**src/tsc_pkg.sv**
```systemverilog
// shared constants of the touch converter serial control block
package tsc_pkg;

	// ----------------------------------------------------------------
	// control byte layout, bits that follow the start bit
	// ----------------------------------------------------------------
	localparam int unsigned CTRL_BITS      = 7;
	localparam int unsigned CTRL_CNT_W     = 3;
	localparam logic [2:0]  CNT_REF_MODE   = 3'h4;
	localparam logic [2:0]  CNT_PD0        = 3'h6;
	localparam int unsigned CHAN_MSB_POS   = 3;
	localparam int unsigned CHAN_LSB_POS   = 1;
	localparam int unsigned MODE_POS       = 0;
	localparam int unsigned PD1_POS        = 0;

	// ----------------------------------------------------------------
	// result widths
	// ----------------------------------------------------------------
	localparam int unsigned RES_W          = 12;
	localparam int unsigned RES_LO_W       = 8;
	localparam int unsigned BIT_CNT_W      = 4;
	localparam logic [3:0]  MSB_IDX_12     = 4'hb;
	localparam logic [3:0]  MSB_IDX_8      = 4'h7;

	// ----------------------------------------------------------------
	// channel codes of the position and pressure measurements
	// ----------------------------------------------------------------
	localparam logic [2:0]  CH_Y_POS       = 3'h1;
	localparam logic [2:0]  CH_Z1_POS      = 3'h3;
	localparam logic [2:0]  CH_Z2_POS      = 3'h4;
	localparam logic [2:0]  CH_X_POS       = 3'h5;

	// ----------------------------------------------------------------
	// reset values and synchroniser depth
	// ----------------------------------------------------------------
	localparam logic [2:0]  RST_CHANNEL    = 3'h0;
	localparam logic        RST_RES_8BIT   = 1'b0;
	localparam logic        RST_REF_MODE   = 1'b1;
	localparam logic        RST_ADC_PD_SEL = 1'b1;
	localparam logic        RST_REF_PD_SEL = 1'b0;
	localparam logic        RST_REF_ON     = 1'b0;
	localparam int unsigned SYNC_STAGES    = 2;

	typedef enum logic [1:0] {
		CONV_IDLE  = 2'b00,
		CONV_ACQ   = 2'b01,
		CONV_BUSY  = 2'b10,
		CONV_SHIFT = 2'b11
	} tsc_conv_type;

endpackage : tsc_pkg

```
**src/tsc_serial_ctrl.sv**
```systemverilog
// serial control, conversion framing and pen interrupt of the touch converter
`timescale 1ns/1ps

module tsc_serial_ctrl (
	input  wire logic                   clk,
	input  wire logic                   nrst,
	input  wire logic                   cs_n,
	input  wire logic                   serial_clk,
	input  wire logic                   serial_in,
	input  wire logic                   xplus_sense,
	input  wire logic [tsc_pkg::RES_W-1:0] sar_result,
	output logic                        serial_out,
	output logic                        serial_out_oe,
	output logic                        busy,
	output logic                        busy_oe,
	output logic                        pen_touch_irq_n,
	output logic [2:0]                  channel_sel,
	output logic                        res_8bit,
	output logic                        ref_mode_sel,
	output logic                        adc_powerdown_sel,
	output logic                        ref_powerdown_sel,
	output logic                        adc_powered,
	output logic                        ref_powered,
	output logic                        sample_start,
	output logic                        panel_drv_on,
	output logic                        y_minus_on,
	output logic                        xplus_pullup_en
);
	import tsc_pkg::*;

	// ----------------------------------------------------------------
	// pin synchronisers
	// ----------------------------------------------------------------
	logic [3:0] pin_sync;
	logic [3:0] pin_prev;

	tsc_pin_sync #(
		.WIDTH   (4),
		.RST_VAL (4'h9)
	) u_sync (
		.clk       (clk),
		.nrst      (nrst),
		.pin_in    ({xplus_sense, serial_in, serial_clk, cs_n}),
		.sync_out  (pin_sync),
		.sync_prev (pin_prev)
	);

	logic cs_off;
	logic sclk_rise;
	logic sclk_fall;
	logic din;
	logic xplus_lvl;

	assign cs_off    = pin_sync[0];
	assign sclk_rise = pin_sync[1] & ~pin_prev[1] & ~cs_off;
	assign sclk_fall = ~pin_sync[1] & pin_prev[1] & ~cs_off;
	assign din       = pin_sync[2];
	assign xplus_lvl = pin_sync[3];

	// ----------------------------------------------------------------
	// control byte receiver
	// ----------------------------------------------------------------
	logic                  rx_active_reg;
	logic                  rx_active_next;
	logic [CTRL_CNT_W-1:0] rx_cnt_reg;
	logic [CTRL_CNT_W-1:0] rx_cnt_next;
	logic [CTRL_BITS-2:0]  rx_sh_reg;
	logic [CTRL_BITS-2:0]  rx_sh_next;
	logic                  cfg_take;
	logic                  pd_take;

	assign cfg_take = sclk_rise & rx_active_reg & (rx_cnt_reg == CNT_REF_MODE);
	assign pd_take  = sclk_rise & rx_active_reg & (rx_cnt_reg == CNT_PD0);

	always_comb begin
		rx_active_next = rx_active_reg;
		rx_cnt_next    = rx_cnt_reg;
		rx_sh_next     = rx_sh_reg;
		if (cs_off) begin
			rx_active_next = 1'b0;
			rx_cnt_next    = '0;
		end else if (sclk_rise) begin
			if (!rx_active_reg) begin
				if (din) begin
					rx_active_next = 1'b1;
					rx_cnt_next    = '0;
				end
			end else begin
				rx_sh_next  = {rx_sh_reg[CTRL_BITS-3:0], din};
				rx_cnt_next = rx_cnt_reg + 1'b1;
				if (rx_cnt_reg == CNT_PD0) begin
					rx_active_next = 1'b0;
				end
			end
		end
	end

	always_ff @(posedge clk) begin
		if (!nrst) begin
			rx_active_reg <= 1'b0;
			rx_cnt_reg    <= '0;
			rx_sh_reg     <= '0;
		end else begin
			rx_active_reg <= rx_active_next;
			rx_cnt_reg    <= rx_cnt_next;
			rx_sh_reg     <= rx_sh_next;
		end
	end

	// ----------------------------------------------------------------
	// conversion sequencer and power state
	// ----------------------------------------------------------------
	tsc_conv_type           st_reg;
	tsc_conv_type           st_next;
	logic [2:0]             chan_reg;
	logic [2:0]             chan_next;
	logic                   res8_reg;
	logic                   res8_next;
	logic                   sgl_reg;
	logic                   sgl_next;
	logic                   pd0_reg;
	logic                   pd0_next;
	logic                   pd1_reg;
	logic                   pd1_next;
	logic                   pd_ready_reg;
	logic                   pd_ready_next;
	logic                   ref_on_reg;
	logic                   ref_on_next;
	logic                   pen_en_reg;
	logic                   pen_en_next;
	logic [BIT_CNT_W-1:0]   bit_reg;
	logic [BIT_CNT_W-1:0]   bit_next;
	logic [RES_W-1:0]       res_reg;
	logic [RES_W-1:0]       res_next;
	logic                   dout_reg;
	logic                   dout_next;
	logic                   start_reg;
	logic                   start_next;
	logic [1:0]             strap_cnt_reg;
	logic [1:0]             strap_cnt_next;

	always_comb begin
		st_next         = st_reg;
		chan_next       = chan_reg;
		res8_next       = res8_reg;
		sgl_next        = sgl_reg;
		pd0_next        = pd0_reg;
		pd1_next        = pd1_reg;
		pd_ready_next   = pd_ready_reg;
		ref_on_next     = ref_on_reg;
		pen_en_next     = pen_en_reg;
		bit_next        = bit_reg;
		res_next        = res_reg;
		dout_next       = dout_reg;
		start_next      = 1'b0;
		strap_cnt_next  = (strap_cnt_reg == 2'h3) ? strap_cnt_reg : strap_cnt_reg + 2'h1;
		// power-up strap, looked at once the synchroniser holds real pin levels
		if ((strap_cnt_reg == 2'(SYNC_STAGES)) && !cs_off && pin_sync[1]) begin
			pd0_next    = 1'b0;
			pen_en_next = 1'b1;
		end
		if (cs_off) begin
			st_next       = CONV_IDLE;
			pd_ready_next = 1'b0;
			dout_next     = 1'b0;
			pen_en_next   = ~pd0_reg;
		end else begin
			if (cfg_take) begin
				// new byte takes over any result still shifting
				chan_next     = rx_sh_reg[CHAN_MSB_POS:CHAN_LSB_POS];
				res8_next     = rx_sh_reg[MODE_POS];
				sgl_next      = din;
				st_next       = CONV_ACQ;
				pd_ready_next = 1'b0;
				pen_en_next   = 1'b0;
			end
			if (pd_take) begin
				pd1_next      = rx_sh_reg[PD1_POS];
				pd0_next      = din;
				pd_ready_next = 1'b1;
			end
			if (sclk_fall) begin
				unique case (st_reg)
					CONV_IDLE: begin
						dout_next = 1'b0;
					end
					CONV_ACQ: begin
						if (pd_ready_reg) begin
							st_next     = CONV_BUSY;
							start_next  = 1'b1;
							ref_on_next = pd1_reg;
							dout_next   = 1'b0;
						end
					end
					CONV_BUSY: begin
						st_next   = CONV_SHIFT;
						res_next  = res8_reg ? {sar_result[RES_W-1:RES_W-RES_LO_W],
							{(RES_W-RES_LO_W){1'b0}}} : sar_result;
						bit_next  = res8_reg ? MSB_IDX_8 : MSB_IDX_12;
						dout_next = sar_result[RES_W-1];
					end
					CONV_SHIFT: begin
						dout_next = res_reg[RES_W-1-(res8_reg ? MSB_IDX_8 : MSB_IDX_12)
							+ bit_reg - 1'b1];
						bit_next  = bit_reg - 1'b1;
						if (bit_reg == 4'h1) begin
							st_next     = CONV_IDLE;
							pen_en_next = ~pd0_reg;
						end
					end
				endcase
			end
		end
	end

	always_ff @(posedge clk) begin
		if (!nrst) begin
			st_reg         <= CONV_IDLE;
			chan_reg       <= RST_CHANNEL;
			res8_reg       <= RST_RES_8BIT;
			sgl_reg        <= RST_REF_MODE;
			pd0_reg        <= RST_ADC_PD_SEL;
			pd1_reg        <= RST_REF_PD_SEL;
			pd_ready_reg   <= 1'b0;
			ref_on_reg     <= RST_REF_ON;
			pen_en_reg     <= 1'b0;
			bit_reg        <= '0;
			res_reg        <= '0;
			dout_reg       <= 1'b0;
			start_reg      <= 1'b0;
			strap_cnt_reg  <= '0;
		end else begin
			st_reg         <= st_next;
			chan_reg       <= chan_next;
			res8_reg       <= res8_next;
			sgl_reg        <= sgl_next;
			pd0_reg        <= pd0_next;
			pd1_reg        <= pd1_next;
			pd_ready_reg   <= pd_ready_next;
			ref_on_reg     <= ref_on_next;
			pen_en_reg     <= pen_en_next;
			bit_reg        <= bit_next;
			res_reg        <= res_next;
			dout_reg       <= dout_next;
			start_reg      <= start_next;
			strap_cnt_reg  <= strap_cnt_next;
		end
	end

	// ----------------------------------------------------------------
	// touch drivers, pen interrupt and outputs
	// ----------------------------------------------------------------
	logic touch_ch;
	logic converting;

	assign touch_ch   = (chan_reg == CH_X_POS) | (chan_reg == CH_Y_POS)
		| (chan_reg == CH_Z1_POS) | (chan_reg == CH_Z2_POS);
	assign converting = (st_reg == CONV_BUSY) | (st_reg == CONV_SHIFT);

	always_comb begin
		panel_drv_on = 1'b0;
		if (touch_ch && !cs_off) begin
			if (st_reg == CONV_ACQ) begin
				panel_drv_on = 1'b1;
			end else if (converting && !sgl_reg) begin
				panel_drv_on = 1'b1;
			end
		end
		if (pen_en_reg) begin
			pen_touch_irq_n = xplus_lvl;
		end else begin
			pen_touch_irq_n = ~touch_ch;
		end
	end

	assign y_minus_on        = pen_en_reg;
	assign xplus_pullup_en   = pen_en_reg;
	assign adc_powered       = pd0_reg | (~cs_off & (st_reg != CONV_IDLE));
	assign ref_powered       = ref_on_reg;
	assign busy              = (st_reg == CONV_BUSY) & ~cs_off;
	assign busy_oe           = ~cs_off;
	assign serial_out        = dout_reg;
	assign serial_out_oe     = ~cs_off;
	assign sample_start      = start_reg;
	assign channel_sel       = chan_reg;
	assign res_8bit          = res8_reg;
	assign ref_mode_sel      = sgl_reg;
	assign adc_powerdown_sel = pd0_reg;
	assign ref_powerdown_sel = pd1_reg;

endmodule // tsc_serial_ctrl

```
**src/tsc_pin_sync.sv**
```systemverilog
// two-stage pin synchroniser with a delayed copy for edge detection
`timescale 1ns/1ps

module tsc_pin_sync #(
	parameter int unsigned WIDTH = 1,
	parameter logic [WIDTH-1:0] RST_VAL = '0
) (
	input  wire logic             clk,
	input  wire logic             nrst,
	input  wire logic [WIDTH-1:0] pin_in,
	output logic      [WIDTH-1:0] sync_out,
	output logic      [WIDTH-1:0] sync_prev
);

	logic [WIDTH-1:0] meta_reg;
	logic [WIDTH-1:0] meta_next;
	logic [WIDTH-1:0] sync_reg;
	logic [WIDTH-1:0] sync_next;
	logic [WIDTH-1:0] prev_reg;
	logic [WIDTH-1:0] prev_next;

	always_comb begin
		meta_next = pin_in;
		sync_next = meta_reg;
		prev_next = sync_reg;
	end

	always_ff @(posedge clk) begin
		if (!nrst) begin
			meta_reg <= RST_VAL;
			sync_reg <= RST_VAL;
			prev_reg <= RST_VAL;
		end else begin
			meta_reg <= meta_next;
			sync_reg <= sync_next;
			prev_reg <= prev_next;
		end
	end

	assign sync_out  = sync_reg;
	assign sync_prev = prev_reg;

endmodule // tsc_pin_sync

```
**config.mk**
```make
export PLATFORM = sky130hd
export DESIGN_NAME = tsc_serial_ctrl
export DESIGN_NICKNAME = d
export VERILOG_FILES = /design/src/tsc_pkg.sv /design/src/tsc_serial_ctrl.sv /design/src/tsc_pin_sync.sv
export SDC_FILE = /design/constraint.sdc
export NUM_CORES = 1
export LEC_CHECK = 0
export BUFFER_PORTS_ARGS = -buffer_cell sky130_fd_sc_hd__buf_4
export CORE_ASPECT_RATIO = 2
export CORE_MARGIN = 4
export CORE_UTILIZATION = 42
export DETAILED_ROUTE_END_ITERATION = 12
export HOLD_SLACK_MARGIN = 0.02
export PLACE_DENSITY = 0.73
export SYNTH_ARGS = -nofsm -noshare
export SYNTH_HDL_FRONTEND = slang
export SYNTH_HIERARCHICAL = 1
export SYNTH_SLANG_ARGS = --single-unit
```
**constraint.sdc**
```tcl
create_clock -name clk -period 2 [get_ports clk]
set_input_delay 0 -clock clk [delete_from_list [all_inputs] [get_ports clk]]
set_output_delay 0 -clock clk [all_outputs]
set_load 0.01 [all_outputs]
```
==> impl_metrics.env <==
export IMPL_netlist_area_um2=2303
export IMPL_regToRegSetupSlack_ns=0.09
export IMPL_postRouteAntennaNets=0
export IMPL_place_gp_congestion=0.9370
export IMPL_r2r_end="serial_out"
export IMPL_synth_area_per_cell_um2=9.479
export IMPL_drv_slew=0
export IMPL_wl_per_cell_um=14.44
export IMPL_final_area_um2=2877
export IMPL_num_vias=1871
export IMPL_finClkSkew_ns=0.007600
export IMPL_initial_core_util_pct=44.03
export IMPL_cts_root_buf="clkbuf_8"
export IMPL_worstSetupEndpoint="serial_out"
export IMPL_rr_startpoint="res_8bit"
export IMPL_grt_util_all_layers_pct=15.87
export IMPL_synthCells=243
export IMPL_grt_max_degree=41
export IMPL_core_area_um2=5231
export IMPL_critPathArrivalTime_ns=2.13
export IMPL_reg2regPathDepth=8
export IMPL_pin_count=36
export IMPL_fillers=464
export IMPL_setup_viol=0
export IMPL_design_power_total_mw=1.787
export IMPL_peakVddDrop_mv=0.5758
export IMPL_worstSetupPathType="flop to flop"
export IMPL_cp_start_kind="flop"
export IMPL_end_kind="flop"
export IMPL_hold_path_class="input pin to flop"
export IMPL_die_x_um=60.37
export IMPL_drt_first_pass_iters=4
export IMPL_grt_pass1_vias=1814
export IMPL_clk_pin_slew_worst_paths_ns=0.09
export IMPL_max_slew_margin_pct=61.99
export IMPL_syn_num_nets=270
export IMPL_largest_register_ffs=12
export IMPL_portBuffers=35
export IMPL_critical_path_required_ns=2.22
export IMPL_final_net_count=323
export IMPL_setup_tns_ns=0
export IMPL_power_density_nw_per_um2=621.2
export IMPL_crit_start="res_8bit"
export IMPL_rsz0062_at_grt="false"
export IMPL_htreeDepth=2
export IMPL_final_period_utilization_pct=95.51
export IMPL_die_h_um=112.7
export IMPL_drv_cap=0
export IMPL_antenna_found_initial=0
export IMPL_finalCriticalPeriod_ns=1.910
export IMPL_drive_above_1_share_pct=21.62
export IMPL_avgViaCountPerCell=5.285
export IMPL_dp_hpwl_um=3769
export IMPL_clockBufferDepth=2
export IMPL_synth_warning_count=6
export IMPL_whs_ns=0.09629
export IMPL_status="finished, final reports clean"
export IMPL_dpl_cell_area_um2=2610
export IMPL_clock_latency_ns=0.29
export IMPL_worst_path_max_fanout=2
export IMPL_tightest_slew_ns=0.5694
export IMPL_grt_pass1_wl_um=8224
export IMPL_clock_sinks=49
export IMPL_num_rows=37
export IMPL_cts_tree="built"
export IMPL_fmax_mhz=523.5
export IMPL_power_leakage_nw=1.129
export IMPL_dr_first_iter_drc_count=43
export IMPL_hold_viol=0
export IMPL_overflow=0
export IMPL_final_util_pct=54.99
export IMPL_drt_total_wl_um=5110
export IMPL_syn2layout_area_growth_pct=24.88
export IMPL_postCtsSetupBuffers=0
export IMPL_die_area_um2=6805
export IMPL_cts_buffers=5
export IMPL_antenna_diode_count=0
export IMPL_drc=0
## cells in the final DEF, fill, tap and decap left out, types with 5 or more instances in the layout
cell type / instances
ha_1: 8
dfxtp_1: 46
buf_4: 44
a21boi_1: 17
nand3_1: 10
inv_1: 11
a21oi_1: 5
and2_1: 7
nand2b_1: 5
nor2b_1: 7
nand2_1: 35
clkbuf_8: 5
nor2_1: 11
nor3_1: 5
o21ai_0: 5
mux2i_1: 8
dlygate4sd3_1: 16
## what timing repair did
item | 4_1_cts | 5_1_grt
endpoints found under the setup margin | 0 | 1
hold buffers | 16 | 0
resized for setup | 0 | 2
hold endpoints to repair | 16 | 0
## power by group
part	switching, mW	total (mW)	internal, mW
Sequential	0.0140	1.01	0.992
Clock	0.306	0.670	0.364
Combinational	0.0382	0.111	0.0731
## critical path, cell delays in order, from the launching register on
cell and delay, ns:
dfxtp_2 0.33, inv_1 0.05, ha_1 0.26, inv_1 0.05, fa_1 0.40, xnor3_1 0.23
mux2i_1 0.13, mux2_1 0.28, o22ai_1 0.10
## area by class of cell
class / count / area, um2 / area share, %
Clock inverter: 2 / 35.03 / 1.218
Sequential cell: 49 / 984.7 / 34.23
Multi-Input combinational cell: 169 / 1184 / 41.15
Clock buffer: 5 / 68.82 / 2.392
Timing Repair Buffer: 60 / 490.5 / 17.05
Inverter: 11 / 41.29 / 1.435
Tap cell: 58 / 72.57 / 2.523
## stage by stage
stage                     std cells  setup slack, ns
final                           354          0.08970
after floorplan                 243          0.09618
after CTS                       354          0.06988
after global routing            354          0.02129
after global placement          331           0.1714
after detailed placement        331          0.08399
## metal layers
| metal | global-route usage [%] | wire length, um | share of wire [%] | vias up |
|---|---|---|---|---|
| li1 | - | - | - | 933 |
| met1 | 15.87 | 1886 | 37 | 884 |
| met2 | 29.84 | 2902 | 57 | 46 |
| met3 | 2.854 | 203 | 4.0 | 8 |
| met4 | 6.953 | 117 | 2.3 | 0 |
| met5 | 0 | 0 | 0 | - |
## worst min path at each step
| stage | to | depth (start not counted) | slack, ns | from |
|---|---|---|---|---|
| 3_3_place_gp | u_sync/meta_reg[0] | 2 | 0.18 | cs_n |
| 4_1_cts | rx_cnt_reg[0] | 3 | 0.1 | nrst |
| 3_5_place_dp | u_sync/meta_reg[0] | 2 | 0.19 | cs_n |
| 2_1_floorplan | u_sync/sync_out[3] | 1 | 0.07 | nrst |
| 5_1_grt | rx_cnt_reg[0] | 3 | 0.11 | nrst |
| 6_report | rx_cnt_reg[0] | 3 | 0.1 | nrst |
Note: power is estimated with default switching activity, not from simulation.
